===== src/core/pmsp_pkg.sv =====
// Shared constants, types and register map of the power module management serial port
package pmsp_pkg;

  // ----------------------------------------------------------------
  // Clock and timing
  // ----------------------------------------------------------------
  localparam int CLK_MHZ = 25;
  localparam int T_INIT_MS = 30;
  localparam int T_ON_DELAY_MS = 5;
  localparam int INIT_CYCLES_DEF = T_INIT_MS * 1000 * CLK_MHZ;
  localparam int ON_DELAY_CYCLES_DEF = T_ON_DELAY_MS * 1000 * CLK_MHZ;
  localparam int CNT_W = 24;
  localparam logic [1:0] STRAP_SETTLE = 2'h3;

  // ----------------------------------------------------------------
  // Bus addressing and command codes
  // ----------------------------------------------------------------
  localparam logic [6:0] ADDR_BASE = 7'h20;
  localparam logic [7:0] CMD_CLEAR_FAULTS = 8'h03;
  localparam logic [7:0] CMD_STORE_DEFAULT_ALL = 8'h11;
  localparam logic [7:0] CMD_STORE_USER_ALL = 8'h15;
  localparam logic [7:0] CMD_STATUS_BYTE = 8'h78;
  localparam logic [7:0] CMD_STATUS_WORD = 8'h79;
  localparam logic [7:0] CMD_STATUS_VOUT = 8'h7a;
  localparam logic [7:0] CMD_STATUS_IOUT = 8'h7b;
  localparam logic [7:0] CMD_STATUS_INPUT = 8'h7c;
  localparam logic [7:0] CMD_STATUS_TEMPERATURE = 8'h7d;
  localparam logic [7:0] CMD_STATUS_CML = 8'h7e;
  localparam logic [7:0] CMD_STATUS_MFR_SPECIFIC = 8'h80;
  localparam logic [7:0] CMD_READ_VIN = 8'h88;
  localparam logic [7:0] CMD_READ_VOUT = 8'h8b;
  localparam logic [7:0] CMD_READ_IOUT = 8'h8c;
  localparam logic [7:0] CMD_READ_TEMPERATURE_1 = 8'h8d;
  localparam int STB_BUSY_BIT = 7;
  localparam int STW_PG_N_BIT = 11;

  // ----------------------------------------------------------------
  // Telemetry and status memory slots
  // ----------------------------------------------------------------
  localparam int MEM_AW = 4;
  localparam int DW = 16;
  localparam logic [3:0] IDX_STATUS_WORD = 4'h0;
  localparam logic [3:0] IDX_STATUS_VOUT = 4'h1;
  localparam logic [3:0] IDX_STATUS_IOUT = 4'h2;
  localparam logic [3:0] IDX_STATUS_INPUT = 4'h3;
  localparam logic [3:0] IDX_STATUS_TEMPERATURE = 4'h4;
  localparam logic [3:0] IDX_STATUS_CML = 4'h5;
  localparam logic [3:0] IDX_STATUS_MFR_SPECIFIC = 4'h6;
  localparam logic [3:0] IDX_READ_VIN = 4'h7;
  localparam logic [3:0] IDX_READ_VOUT = 4'h8;
  localparam logic [3:0] IDX_READ_IOUT = 4'h9;
  localparam logic [3:0] IDX_READ_TEMPERATURE_1 = 4'ha;

  // ----------------------------------------------------------------
  // Software register map
  // ----------------------------------------------------------------
  localparam int SW_AW = 5;
  localparam logic [4:0] OFS_CTRL = 5'h00;
  localparam logic [4:0] OFS_STATE = 5'h01;
  localparam logic [4:0] OFS_IRQ_STAT = 5'h02;
  localparam logic [4:0] OFS_IRQ_MASK = 5'h03;
  localparam logic [4:0] OFS_LAST_CMD = 5'h04;
  localparam logic [4:0] OFS_LAST_DATA = 5'h05;
  localparam int OFS_MEM_BIT = 4;
  localparam int CTRL_BUSY_BIT = 0;
  localparam int IRQ_W = 4;
  localparam int IRQ_DONE = 0;
  localparam int IRQ_STORE = 1;
  localparam int IRQ_BUSY = 2;
  localparam int IRQ_CLEAR = 3;

  // ----------------------------------------------------------------
  // Types
  // ----------------------------------------------------------------
  typedef enum logic [3:0] {
    B_IDLE, B_ADDR, B_AACK, B_CMD, B_CACK, B_WDAT, B_DACK, B_RLOAD, B_RDAT, B_RACK, B_SKIP
  } pmsp_bus_e;

  typedef enum logic [2:0] {
    P_OFF, P_INIT, P_READY, P_DELAY, P_RAMP, P_ON, P_LATCH
  } pmsp_pwr_e;

  typedef struct packed {
    logic wr;
    logic rd;
    logic [SW_AW-1:0] addr;
    logic [DW-1:0] wdata;
  } pmsp_swreq_s;

endpackage


===== src/core/pmsp_mgmt_port.sv =====
// Management serial port: two-wire target, power sequencing and software register port
//
// The strobed register port and the register offsets were left to the implementer.
`timescale 1ns/1ns
module pmsp_mgmt_port
  import pmsp_pkg::*;
#(
  parameter int INIT_CYCLES = pmsp_pkg::INIT_CYCLES_DEF,
  parameter int ON_DELAY_CYCLES = pmsp_pkg::ON_DELAY_CYCLES_DEF
) (
  input wire logic ref_clk_in,
  input wire logic rstn_in,
  input wire pmsp_pkg::pmsp_swreq_s sw_req_in,
  output logic [pmsp_pkg::DW-1:0] sw_rdata_out,
  output logic irq_out,
  input wire logic scl_in,
  output logic scl_out,
  output logic scl_oe_out,
  input wire logic sda_in,
  output logic sda_out,
  output logic sda_oe_out,
  input wire logic [3:0] address_strap_pin_in,
  input wire logic vin_ok_in,
  input wire logic remote_enable_pin_in,
  input wire logic soft_start_done_in,
  input wire logic fault_in,
  output logic output_enable_out,
  output logic power_good_pin_out,
  output logic power_good_pin_oe_out
);
  import pmsp_pkg::*;

  // ----------------------------------------------------------------
  // Pin synchronisers and edge detection
  // ----------------------------------------------------------------
  logic [9:0] pins_s;
  logic scl_s, sda_s, vin_s, ren_s, ss_s, flt_s;
  logic [3:0] strap_s;
  logic scl_p_q, sda_p_q;
  logic scl_rise, scl_fall, bus_start, bus_stop;

  pmsp_sync #(.W(10)) u_sync (
    .ref_clk_in(ref_clk_in),
    .rstn_in(rstn_in),
    .async_in({scl_in, sda_in, vin_ok_in, remote_enable_pin_in, soft_start_done_in,
               fault_in, address_strap_pin_in}),
    .sync_out(pins_s)
  );
  assign {scl_s, sda_s, vin_s, ren_s, ss_s, flt_s, strap_s} = pins_s;

  always_ff @(posedge ref_clk_in) begin
    if (!rstn_in) begin
      scl_p_q <= 1'b1;
      sda_p_q <= 1'b1;
    end else begin
      scl_p_q <= scl_s;
      sda_p_q <= sda_s;
    end
  end

  // Sampling at 25 MHz leaves dozens of samples per bit even at 400 kHz
  assign scl_rise = scl_s & ~scl_p_q;
  assign scl_fall = ~scl_s & scl_p_q;
  assign bus_start = scl_s & scl_p_q & sda_p_q & ~sda_s;
  assign bus_stop = scl_s & scl_p_q & ~sda_p_q & sda_s;

  // ----------------------------------------------------------------
  // Functions
  // ----------------------------------------------------------------
  // Returns {valid, slot} for a readable command
  function automatic logic [4:0] cmd_slot(input logic [7:0] c);
    case (c)
      CMD_STATUS_BYTE, CMD_STATUS_WORD: cmd_slot = {1'b1, IDX_STATUS_WORD};
      CMD_STATUS_VOUT: cmd_slot = {1'b1, IDX_STATUS_VOUT};
      CMD_STATUS_IOUT: cmd_slot = {1'b1, IDX_STATUS_IOUT};
      CMD_STATUS_INPUT: cmd_slot = {1'b1, IDX_STATUS_INPUT};
      CMD_STATUS_TEMPERATURE: cmd_slot = {1'b1, IDX_STATUS_TEMPERATURE};
      CMD_STATUS_CML: cmd_slot = {1'b1, IDX_STATUS_CML};
      CMD_STATUS_MFR_SPECIFIC: cmd_slot = {1'b1, IDX_STATUS_MFR_SPECIFIC};
      CMD_READ_VIN: cmd_slot = {1'b1, IDX_READ_VIN};
      CMD_READ_VOUT: cmd_slot = {1'b1, IDX_READ_VOUT};
      CMD_READ_IOUT: cmd_slot = {1'b1, IDX_READ_IOUT};
      CMD_READ_TEMPERATURE_1: cmd_slot = {1'b1, IDX_READ_TEMPERATURE_1};
      default: cmd_slot = 5'h00;
    endcase
  endfunction

  function automatic logic is_status(input logic [7:0] c);
    is_status = (c == CMD_STATUS_BYTE) || (c == CMD_STATUS_WORD);
  endfunction

  // ----------------------------------------------------------------
  // Strap capture and power sequencing
  // ----------------------------------------------------------------
  pmsp_pwr_e pst_q, pst_d;
  logic [CNT_W-1:0] cnt_q, cnt_d;
  logic [1:0] settle_q, settle_d;
  logic strap_done_q, strap_done_d;
  logic [6:0] addr_q, addr_d;
  logic oe_q, oe_d, pg_q, pg_d;

  always_comb begin
    pst_d = pst_q;
    cnt_d = cnt_q + CNT_W'(1);
    settle_d = settle_q;
    strap_done_d = strap_done_q;
    addr_d = addr_q;
    // Captured once; nothing but reset clears the done flag
    if (!strap_done_q) begin
      if (settle_q == STRAP_SETTLE) begin
        strap_done_d = 1'b1;
        addr_d = ADDR_BASE + {3'h0, strap_s};
      end else begin
        settle_d = settle_q + 2'h1;
      end
    end
    case (pst_q)
      P_OFF: begin
        cnt_d = '0;
        if (vin_s) begin
          pst_d = P_INIT;
        end
      end
      P_INIT: begin
        if (cnt_q == CNT_W'(INIT_CYCLES - 1)) begin
          pst_d = P_READY;
        end
      end
      P_READY: begin
        cnt_d = '0;
        if (ren_s) begin
          pst_d = P_DELAY;
        end
      end
      P_DELAY: begin
        if (cnt_q == CNT_W'(ON_DELAY_CYCLES - 1)) begin
          pst_d = P_RAMP;
        end
      end
      P_RAMP: begin
        if (ss_s) begin
          pst_d = P_ON;
        end
      end
      P_ON: pst_d = P_ON;
      P_LATCH: pst_d = P_LATCH;
      default: pst_d = P_OFF;
    endcase
    // Faults latch off until the remote enable or the input voltage is withdrawn
    if ((pst_q == P_RAMP || pst_q == P_ON) && flt_s) begin
      pst_d = P_LATCH;
    end
    if ((pst_q == P_DELAY || pst_q == P_RAMP || pst_q == P_ON || pst_q == P_LATCH) && !ren_s) begin
      pst_d = P_READY;
    end
    if (!vin_s) begin
      pst_d = P_OFF;
    end
    oe_d = (pst_d == P_RAMP) || (pst_d == P_ON);
    pg_d = (pst_d == P_ON) && !flt_s;
  end

  always_ff @(posedge ref_clk_in) begin
    if (!rstn_in) begin
      pst_q <= P_OFF;
      cnt_q <= '0;
      settle_q <= 2'h0;
      strap_done_q <= 1'b0;
      addr_q <= 7'h00;
      oe_q <= 1'b0;
      pg_q <= 1'b0;
    end else begin
      pst_q <= pst_d;
      cnt_q <= cnt_d;
      settle_q <= settle_d;
      strap_done_q <= strap_done_d;
      addr_q <= addr_d;
      oe_q <= oe_d;
      pg_q <= pg_d;
    end
  end

  // ----------------------------------------------------------------
  // Two-wire target
  // ----------------------------------------------------------------
  pmsp_bus_e bst_q, bst_d;
  logic [2:0] bit_q, bit_d;
  logic [7:0] sh_q, sh_d, cmd_q, cmd_d;
  logic rw_q, rw_d, cmdv_q, cmdv_d, wcnt_q, wcnt_d;
  logic [DW-1:0] wdat_q, wdat_d, tx_q, tx_d, tx_word;
  logic drv_q, drv_d, ackd_q, ackd_d, bref_q, bref_d, busy_q, busy_d;
  logic ev_done, ev_store, ev_busy, ev_clear;
  logic [7:0] byte_in;
  logic [4:0] slot;
  logic [DW-1:0] mem_rdata;
  logic ctrl_busy;

  assign byte_in = {sh_q[6:0], sda_s};
  assign slot = cmd_slot(cmd_q);

  // Status overlays carry live flags on top of the stored word
  always_comb begin
    tx_word = slot[4] ? mem_rdata : '0;
    if (is_status(cmd_q)) begin
      tx_word[STB_BUSY_BIT] = busy_q;
      tx_word[STW_PG_N_BIT] = ~pg_q;
    end
  end

  always_comb begin
    bst_d = bst_q;
    bit_d = bit_q;
    sh_d = sh_q;
    cmd_d = cmd_q;
    rw_d = rw_q;
    cmdv_d = cmdv_q;
    wcnt_d = wcnt_q;
    wdat_d = wdat_q;
    tx_d = tx_q;
    drv_d = drv_q;
    ackd_d = ackd_q;
    bref_d = bref_q;
    busy_d = busy_q;
    ev_done = 1'b0;
    ev_store = 1'b0;
    ev_busy = 1'b0;
    ev_clear = 1'b0;
    if (bus_start) begin
      bst_d = B_ADDR;
      bit_d = 3'h0;
      drv_d = 1'b0;
    end else if (bus_stop) begin
      if (cmdv_q && !rw_q && !bref_q && bst_q != B_SKIP) begin
        ev_done = 1'b1;
        if (cmd_q == CMD_CLEAR_FAULTS) begin
          ev_clear = 1'b1;
          busy_d = 1'b0;
        end
        ev_store = (cmd_q == CMD_STORE_DEFAULT_ALL) || (cmd_q == CMD_STORE_USER_ALL);
      end
      bst_d = B_IDLE;
      cmdv_d = 1'b0;
      drv_d = 1'b0;
    end else begin
      case (bst_q)
        B_ADDR, B_CMD, B_WDAT: begin
          if (scl_rise) begin
            sh_d = byte_in;
            bit_d = bit_q + 3'h1;
            if (bit_q == 3'h7) begin
              if (bst_q == B_ADDR) begin
                rw_d = byte_in[0];
                bst_d = (strap_done_q && byte_in[7:1] == addr_q) ? B_AACK : B_SKIP;
              end else if (bst_q == B_CMD) begin
                cmd_d = byte_in;
                cmdv_d = 1'b1;
                wcnt_d = 1'b0;
                bref_d = ctrl_busy;
                if (ctrl_busy) begin
                  busy_d = 1'b1;
                  ev_busy = 1'b1;
                end
                bst_d = B_CACK;
              end else begin
                if (wcnt_q) begin
                  wdat_d[15:8] = byte_in;
                end else begin
                  wdat_d[7:0] = byte_in;
                end
                wcnt_d = 1'b1;
                bst_d = B_DACK;
              end
            end
          end
        end
        B_AACK, B_CACK, B_DACK: begin
          if (scl_fall) begin
            drv_d = ~drv_q;
            bit_d = 3'h0;
            if (drv_q) begin
              if (bst_q == B_AACK && rw_q) begin
                bst_d = B_RLOAD;
              end else if (bst_q == B_AACK && !cmdv_q) begin
                bst_d = B_CMD;
              end else begin
                bst_d = B_WDAT;
              end
            end
          end
        end
        B_RLOAD: begin
          drv_d = ~tx_word[7];
          tx_d = {tx_word[6:0], tx_word[15:8], 1'b0};
          bst_d = B_RDAT;
        end
        B_RDAT: begin
          if (scl_rise) begin
            bit_d = bit_q + 3'h1;
            if (bit_q == 3'h7) begin
              bst_d = B_RACK;
              ackd_d = 1'b0;
            end
          end else if (scl_fall) begin
            drv_d = ~tx_q[15];
            tx_d = {tx_q[14:0], 1'b0};
          end
        end
        B_RACK: begin
          if (scl_fall) begin
            if (ackd_q) begin
              drv_d = ~tx_q[15];
              tx_d = {tx_q[14:0], 1'b0};
              ackd_d = 1'b0;
              bst_d = B_RDAT;
            end else begin
              drv_d = 1'b0;
            end
          end else if (scl_rise) begin
            ackd_d = ~sda_s;
            if (sda_s) begin
              bst_d = B_SKIP;
            end
          end
        end
        B_IDLE, B_SKIP: bst_d = bst_q;
        default: bst_d = B_IDLE;
      endcase
    end
  end

  always_ff @(posedge ref_clk_in) begin
    if (!rstn_in) begin
      bst_q <= B_IDLE;
      bit_q <= 3'h0;
      sh_q <= 8'h00;
      cmd_q <= 8'h00;
      rw_q <= 1'b0;
      cmdv_q <= 1'b0;
      wcnt_q <= 1'b0;
      wdat_q <= '0;
      tx_q <= '0;
      drv_q <= 1'b0;
      ackd_q <= 1'b0;
      bref_q <= 1'b0;
      busy_q <= 1'b0;
    end else begin
      bst_q <= bst_d;
      bit_q <= bit_d;
      sh_q <= sh_d;
      cmd_q <= cmd_d;
      rw_q <= rw_d;
      cmdv_q <= cmdv_d;
      wcnt_q <= wcnt_d;
      wdat_q <= wdat_d;
      tx_q <= tx_d;
      drv_q <= drv_d;
      ackd_q <= ackd_d;
      bref_q <= bref_d;
      busy_q <= busy_d;
    end
  end

  // Clock held low for the one cycle the read word takes to settle
  assign scl_oe_out = (bst_q == B_RLOAD);
  assign scl_out = 1'b0;
  assign sda_out = 1'b0;
  assign sda_oe_out = drv_q;

  // ----------------------------------------------------------------
  // Software registers and interrupt
  // ----------------------------------------------------------------
  logic ctrl_q, ctrl_d;
  logic [IRQ_W-1:0] irq_q, irq_d, mask_q, mask_d, ev_vec;
  logic [DW-1:0] rdat_q, rdat_d;
  logic mem_we;

  assign ctrl_busy = ctrl_q;
  assign ev_vec = {ev_clear, ev_busy, ev_store, ev_done};
  assign mem_we = sw_req_in.wr & sw_req_in.addr[OFS_MEM_BIT];

  pmsp_regmem #(.AW(MEM_AW), .W(DW)) u_mem (
    .ref_clk_in(ref_clk_in),
    .we_in(mem_we),
    .waddr_in(sw_req_in.addr[MEM_AW-1:0]),
    .wdata_in(sw_req_in.wdata),
    .raddr_in(slot[3:0]),
    .rdata_out(mem_rdata)
  );

  always_comb begin
    ctrl_d = ctrl_q;
    mask_d = mask_q;
    irq_d = irq_q;
    rdat_d = '0;
    if (sw_req_in.wr && sw_req_in.addr == OFS_CTRL) begin
      ctrl_d = sw_req_in.wdata[CTRL_BUSY_BIT];
    end
    if (sw_req_in.wr && sw_req_in.addr == OFS_IRQ_MASK) begin
      mask_d = sw_req_in.wdata[IRQ_W-1:0];
    end
    if (sw_req_in.rd) begin
      case (sw_req_in.addr)
        OFS_CTRL: rdat_d = {15'h0000, ctrl_q};
        OFS_STATE: rdat_d = {2'h0, pst_q, pg_q, oe_q, busy_q, strap_done_q, addr_q};
        OFS_IRQ_STAT: begin
          rdat_d = {12'h000, irq_q};
          irq_d = '0;
        end
        OFS_IRQ_MASK: rdat_d = {12'h000, mask_q};
        OFS_LAST_CMD: rdat_d = {8'h00, cmd_q};
        OFS_LAST_DATA: rdat_d = wdat_q;
        default: rdat_d = '0;
      endcase
    end
    // A new event wins over a clearing read in the same cycle
    irq_d = irq_d | ev_vec;
  end

  always_ff @(posedge ref_clk_in) begin
    if (!rstn_in) begin
      ctrl_q <= 1'b0;
      mask_q <= '0;
      irq_q <= '0;
      rdat_q <= '0;
    end else begin
      ctrl_q <= ctrl_d;
      mask_q <= mask_d;
      irq_q <= irq_d;
      rdat_q <= rdat_d;
    end
  end

  assign sw_rdata_out = rdat_q;
  assign irq_out = |(irq_q & mask_q);
  assign output_enable_out = oe_q;
  assign power_good_pin_out = 1'b0;
  assign power_good_pin_oe_out = ~pg_q;
endmodule


===== src/core/pmsp_regmem.sv =====
// Telemetry and status word memory, one write port and a registered read port
`timescale 1ns/1ns
module pmsp_regmem #(
  parameter int AW = 4,
  parameter int W = 16
) (
  input wire logic ref_clk_in,
  input wire logic we_in,
  input wire logic [AW-1:0] waddr_in,
  input wire logic [W-1:0] wdata_in,
  input wire logic [AW-1:0] raddr_in,
  output logic [W-1:0] rdata_out
);
  logic [W-1:0] mem_q [2**AW];
  logic [W-1:0] rdata_q;

  // No reset: contents are undefined until software loads them
  always_ff @(posedge ref_clk_in) begin
    if (we_in) begin
      mem_q[waddr_in] <= wdata_in;
    end
    rdata_q <= mem_q[raddr_in];
  end

  assign rdata_out = rdata_q;
endmodule


===== src/core/pmsp_sync.sv =====
// Two-flop synchroniser for pin inputs
`timescale 1ns/1ns
module pmsp_sync #(
  parameter int W = 1
) (
  input wire logic ref_clk_in,
  input wire logic rstn_in,
  input wire logic [W-1:0] async_in,
  output logic [W-1:0] sync_out
);
  logic [W-1:0] meta_q;
  logic [W-1:0] sync_q;

  // Reset value of ones keeps idle bus lines released
  always_ff @(posedge ref_clk_in) begin
    if (!rstn_in) begin
      meta_q <= '1;
      sync_q <= '1;
    end else begin
      meta_q <= async_in;
      sync_q <= meta_q;
    end
  end

  assign sync_out = sync_q;
endmodule


===== config.mk =====
export PLATFORM = sky130hd
export DESIGN_NAME = pmsp_mgmt_port
export DESIGN_NICKNAME = d
export VERILOG_FILES = /design/src/core/pmsp_pkg.sv /design/src/core/pmsp_mgmt_port.sv /design/src/core/pmsp_regmem.sv /design/src/core/pmsp_sync.sv
export SDC_FILE = /design/constraint.sdc
export NUM_CORES = 1
export LEC_CHECK = 0
export ABC_AREA = 1
export BUFFER_PORTS_ARGS = -buffer_cell sky130_fd_sc_hd__buf_2
export CORE_ASPECT_RATIO = 0.6
export CORE_MARGIN = 5
export CORE_UTILIZATION = 45
export CTS_CLUSTER_SIZE = 10
export DETAILED_ROUTE_END_ITERATION = 6
export GPL_TIMING_DRIVEN = 0
export SLEW_MARGIN = 40
export SYNTH_ARGS = -nofsm -noshare
export SYNTH_HDL_FRONTEND = slang
export SYNTH_SLANG_ARGS = --single-unit

===== constraint.sdc =====
create_clock -name ref_clk_in -period 2.2 [get_ports ref_clk_in]
set_input_delay 0.44 -clock ref_clk_in [delete_from_list [all_inputs] [get_ports ref_clk_in]]
set_output_delay 0.44 -clock ref_clk_in [all_outputs]
set_load 0.005 [all_outputs]

; Word level (Yosys, flattened, before mapping)
; Memory sizes are Yosys's and may differ from the RTL's. A register that Yosys moved wholly into a read port is not among the register bits.
; Cells that the tools add are included.
[totals]
input_bits = 35
n_memories = 1
mem_bits_rw = 256
ff_bits = 147
[classes]
n_addsub = 4
mux = 90
n_bitwise = 27
reduce_logical = 61
n_eq_ne = 71
[memory_table]
columns = name, words, word_bits, read_ports, rd_clocked_by_memory_dff, write_ports, line
row1 = u_mem.mem_q, 16, 16, 1, 1, 1, pmsp_regmem.sv:14  ; logic [W-1:0] mem_q [2**AW];
[ops]
columns = op, count
row1 = one-hot mux 16 bit (6 select lines), 1
row2 = two-way mux 16 bit, 5
row3 = "equality test 8 x 7 -> 1 bit, second input constant", 7
row4 = two-way mux 4 bit, 14
row5 = one-hot mux 5 bit (11 select lines), 1
row6 = two-way mux 1 bit, 51
row7 = one-hot mux 16 bit (3 select lines), 1
row8 = "equality test 8 bit, second input constant", 5
row9 = two-way mux 3 bit, 11
row10 = "!= test 4 bit, second input constant", 7
row11 = "adder 24 x 1 -> 24 bit, second input constant", 1
row12 = "equality test 24 x 17 -> 1 bit, second input constant", 1
row13 = "equality test 24 x 20 -> 1 bit, second input constant", 1
row14 = one-hot mux 4 bit (6 select lines), 1
row15 = AND reduction 6 bit, 4
row16 = "!= test 2 bit, second input constant", 11
row17 = one-hot mux 3 bit (7 select lines), 1
row18 = AND reduction 10 bit, 2
row19 = "equality test 3 bit, second input constant", 6
row20 = inverter 1 bit, 17
row21 = "equality test 4 x 3 -> 1 bit, second input constant", 4
row22 = "equality test 8 x 5 -> 1 bit, second input constant", 2
row23 = AND reduction 8 bit, 2
row24 = AND reduction 7 bit, 2
row25 = 42 further kinds, 95

; Logic depth before layout (Yosys ltp)
[depth]
word_depth = 9
depth_mapped = 13

; Modules after synthesis
; From an unflattened synthesis, not the netlist that was laid out.
[hier_totals]
hier_cells = 2014
hier_area_um2 = 17937.2
[modules_own_cells]
columns = mod, seq_area_each_um2, instances, cells_per_inst, area_each_um2
row1 = pmsp_regmem, 8007.7, 1, 1075, 11385.9
row2 = pmsp_mgmt_port, 2482.4, 1, 877, 5978.2
row3 = pmsp_sync, 400.4, 1, 62, 573.0

; Least setup slack after synthesis
; Ideal clock, no wire load.
[synth_path]
path_kind = input -> register
start = in sw_req_in[18] in the netlist's numbering
end = mem u_mem.mem_q[4][0] (enable)
t_arrival_ns = 1.650
slack_ns = 0.162
path_stages = 5
n_path_buf = 0
path_cell_list = inv_1 or2_2 inv_1 nand2_1 nor2_1
[synth_rtl]
columns = element, line
row1 = from (decl), pmsp_mgmt_port.sv:13  ; input wire pmsp_pkg::pmsp_swreq_s sw_req_in,
row2 = to (decl), pmsp_regmem.sv:14
; No word-level cell before the write port.

; Worst setup path in the final report
[layout_path]
start = reg cmd_q[7]
end = reg u_mem.rdata_q[0], in the netlist u_mem.rdata_out[0] (read register of u_mem.mem_q)
[layout_via]
elab_chain_cells = 3
[layout_lines]
columns = element, line
row1 = from (decl), pmsp_mgmt_port.sv:188  ; logic [7:0] sh_q, sh_d, cmd_q, cmd_d;
row2 = from (signal assigned), pmsp_mgmt_port.sv:350  ; cmd_q <= cmd_d;
row3 = equality test 8 x 7 -> 1 bit, pmsp_mgmt_port.sv:72  ; case (c)
row4 = OR reduction 2 bit, pmsp_mgmt_port.sv:72
row5 = one-hot mux 5 bit (11 select lines) *, pmsp_mgmt_port.sv:72
row6 = to (decl), pmsp_regmem.sv:15  ; logic [W-1:0] rdata_q;
; Mark *: on every way between the ends. The rest lies on a longest branch, timed or not.
; A chain may end at the register's enable or synchronous reset.

==> metrics.md <==
| Metric | Value |
|---|---|
| Max-slew violations | 0 |
| Fin. Hold Viols | 0 |
| Clk sinks | 352 |
| Post-layout minimum cycle time | 2.09 ns |
| Clock-pin transition on the worst setup and hold timing paths | 0.06 ns |
| Ys flop type | edfxtp_1 |
| Sequence of cells on the critical path | inv_2 -> nand2_1 -> nor2_4 -> buf_4 -> nand2_1 -> nand2_1 -> nand3b_4 -> buf_6 -> buf_6 -> nand2_1 -> nand3_1 -> nand2_1 -> nand2_1 |
| EDFF count, synth | 192 |
| Die ar. | 38000 µm² |
| GR Util All Layers | 0.225 |
| RSZ-0062 raised after global routing | false |
| Max-slew headroom | 0.484 |
| DR pass1 iterations | 6 |
| Crit path kind | flip-flop to flip-flop |
| Hold buffer count at cts | 0 |
| Initial antenna violation count | 1 |
| Leakage power | 7.11 nW |
| Die height | 153 µm |
| Clk buf depth | 3 |
| ANT nets after route | 0 |
| Max cap viols | 0 |
| Die W | 248 µm |
| Most frequent cell after synthesis | nand2_1 |
| Clk_lat worst skew | 0.54 ns |
| Peak VDD IR | 0.542 mV |
| Layout cell share with drive strength beyond 1 | 0.135 |
| Hold WC Path Type | primary input to flip-flop |
| Final wirelength | 43300 µm |
| Asr flop ratio synth | 0 |
| Final setup viols | 0 |
| Sw Share | 0.251 |
| Highest Clock Rate | 478 MHz |
| Global Route met1 Usage | 0.366 |
| Most used cell, CP | nand2_1 |
| Worst hold slack | 0.0869 ns |
| CORE AREA | 33600 µm² |
| Design internal power | 11.2 mW |
| Routed vias | 12300 |
| H-tree depth | 2 |
| Global route hottest layer | met1 |
| DP Area | 16300 µm² |
| Synth top cells by count | 278 x nand2_1, 264 x inv_1, 257 x nand3_1 |
| Seq/Total Area, Yosys | 0.585 |
| DRT iter0 DRCs | 1221 |
| Worst Tran Pin Value | 0.774 ns |
| Dpl hpwl | 31300 µm |
| Synth cell types | 46 |
| Syn Inst Count | 1707 |
| Clock share of power | 0.415 |
| Final Skew | 0.0208 ns |
| # DRC | 0 |
| Core Util, Final | 0.527 |
| GRT overflow | 0 |
| Tcrit/Tclk final | 0.951 |
| Crit-path max FO | 10 |
| Row count | 52 |
| TritonCTS clock tree | yes |
| Setup TNS | 0 ns |
| M3 GR Usage | 0.0707 |
| Initial Util | 0.455 |
| Yosys warnings | 0 |
| Final Wtd Congestion | 0.934 |
| CTS Buf Count | 41 |
| Vias in the first global route | 11200 |
| Pwr dens | 840 nW/µm² |
| Yosys top cell area share | 0.376 |
| Nets@finish | 1858 |
| Crit-path max cell delay | 0.33 ns |
| Top cells by area, synth | edfxtp_1 38%, dfxtp_1 21%, nand3_1 8.4% |
| First-pass GRT wire length | 65900 µm |
| Syn Area/Cell | 8.97 µm² |
| P_sw | 3.74 mW |
| Post-synth top area cell | edfxtp_1 |
| Post-route setup slack | 0.107 ns |
| Post-route cell area | 17700 µm² |
| Area Overhead vs Synth | 15.7% |
| Largest net degree at the start of global routing | 17 |
| Port buffer count | 55 |
| CP endpoint kind | flip-flop |
| Status | finished, final reports clean |
| Sequential share of power | 0.488 |
| Setup WS pre-CTS | -0.271 ns |
| Mapped cell area | 15300 µm² |
| Crit path DAT | 2.56 ns |
| Slowest CP cell | dfxtp_1 |
| Combinational power share | 0.097 |
| CP Data Required Time | 2.67 ns |
| Synth Register Bits | 352 |
| Grt met2 use | 0.284 |
| Number of I/O pins | 59 |
| Wire length per cell | 18.8 µm |
| CP startpoint kind | flip-flop |
| Vias per cell | 5.33 |
| Clock Root Buffer | clkbuf_16 |
==> state kept, by name, indices dropped and copies added, names as in the netlist, 10 cells and up <==
signal / count
u_sync.sync_out: 10
cnt_q: 24
u_sync.meta_q: 10
tx_q: 15
wdat_q: 16
u_mem.mem_q: 192
sw_rdata_out: 16
u_mem.rdata_out: 16
==> power groups by stage <==
stage | clock network (mW) | registers [mW] | logic (mW)
finish | 6.18 | 7.26 | 1.45
detailed placement | 0 | 7.39 | 1.42
CTS | 6.27 | 7.26 | 1.42
floorplan | 0 | 7.37 | 0.981
global placement | 0 | 7.39 | 1.39
global route | 6.56 | 7.27 | 1.62
==> what timing repair did <==
action / in CTS / in global routing
pin swaps: 2 / 5
endpoints found under the setup margin: 17 / 37
gates resized for setup: 12 / 55
cloned: 0 / 0
buffers inserted: 3 / 3
==> kinds of logic (layout without fill, tap and decap cells) <==
logic type | Yosys count | in the layout | synth area share
fa+ha+maj | 7 | 7 | 0.00572
other cells | 1 | 4 | 0.000245
xor+xnor | 4 | 4 | 0.00229
flops | 352 | 352 | 0.585
buf+inv | 344 | 473 | 0.0914
compound gates | 212 | 212 | 0.0745
simple gates | 787 | 787 | 0.240
==> routing by layer <==
metal  vias to the layer above  routed length (µm)
li1                       5887                   -
met1                      5818               21500
met2                       504               16200
met3                        48                4800
met4                         0                 724
met5                         -                   0
==> through the flow <==
| stage | std cells | power (mW) |
|---|---|---|
| after floorplan | 1709 | 8.35 |
| after global placement | 2223 | 8.78 |
| final | 2298 | 14.9 |
| after detailed placement | 2226 | 8.81 |
| after global routing | 2298 | 15.5 |
| after CTS | 2294 | 14.9 |
==> placed cells by master (no fill, tap or decap), types with 9 or more instances in the layout <==
| cell type | instances |
|---|---|
| nand2_1 | 273 |
| buf_2 | 66 |
| nor3_1 | 23 |
| nor2_4 | 17 |
| inv_1 | 261 |
| dfxtp_1 | 153 |
| nand4_1 | 20 |
| o22ai_1 | 20 |
| o21ai_0 | 75 |
| or2_2 | 33 |
| nand3b_1 | 21 |
| clkbuf_1 | 45 |
| clkbuf_2 | 9 |
| buf_6 | 9 |
| nand3_1 | 255 |
| clkbuf_16 | 43 |
| nor2_1 | 106 |
| buf_4 | 20 |
| a21oi_1 | 101 |
| edfxtp_1 | 192 |
==> final cells by class <==
class	instances	area, µm²
clock buffers	63	1150
inverters	271	1020
clock inverters	2	13.8
fillers	3119	15900
flip-flops and latches	352	8980
multi-input cells	1013	5130
diodes	1	2.50
repair buffers	64	390
plain buffers	73	450
well taps	459	574
==> worst max-delay path: cells and delay by family (launching register included) <==
family	cells	cell delay (ns)
DFF	1	0.33
buffers and inverters	4	0.59
and+or+nand+nor	9	1.10
==> worst paths after layout <==
kind                               start                            end  slack, ns  cells after the start
max reg2reg        cmd_q[7]$_SDFFE_PN0P_     u_mem.rdata_out[0]$_DFF_P_       0.11                     13
max                cmd_q[7]$_SDFFE_PN0P_     u_mem.rdata_out[0]$_DFF_P_       0.11                     13
min                               sda_in    u_sync.meta_q[8]$_SDFF_PN1_       0.09                      2
min reg2reg  u_sync.meta_q[4]$_SDFF_PN1_  u_sync.sync_out[4]$_SDFF_PN1_       0.41                      1
(Power assumes the default switching activity.)
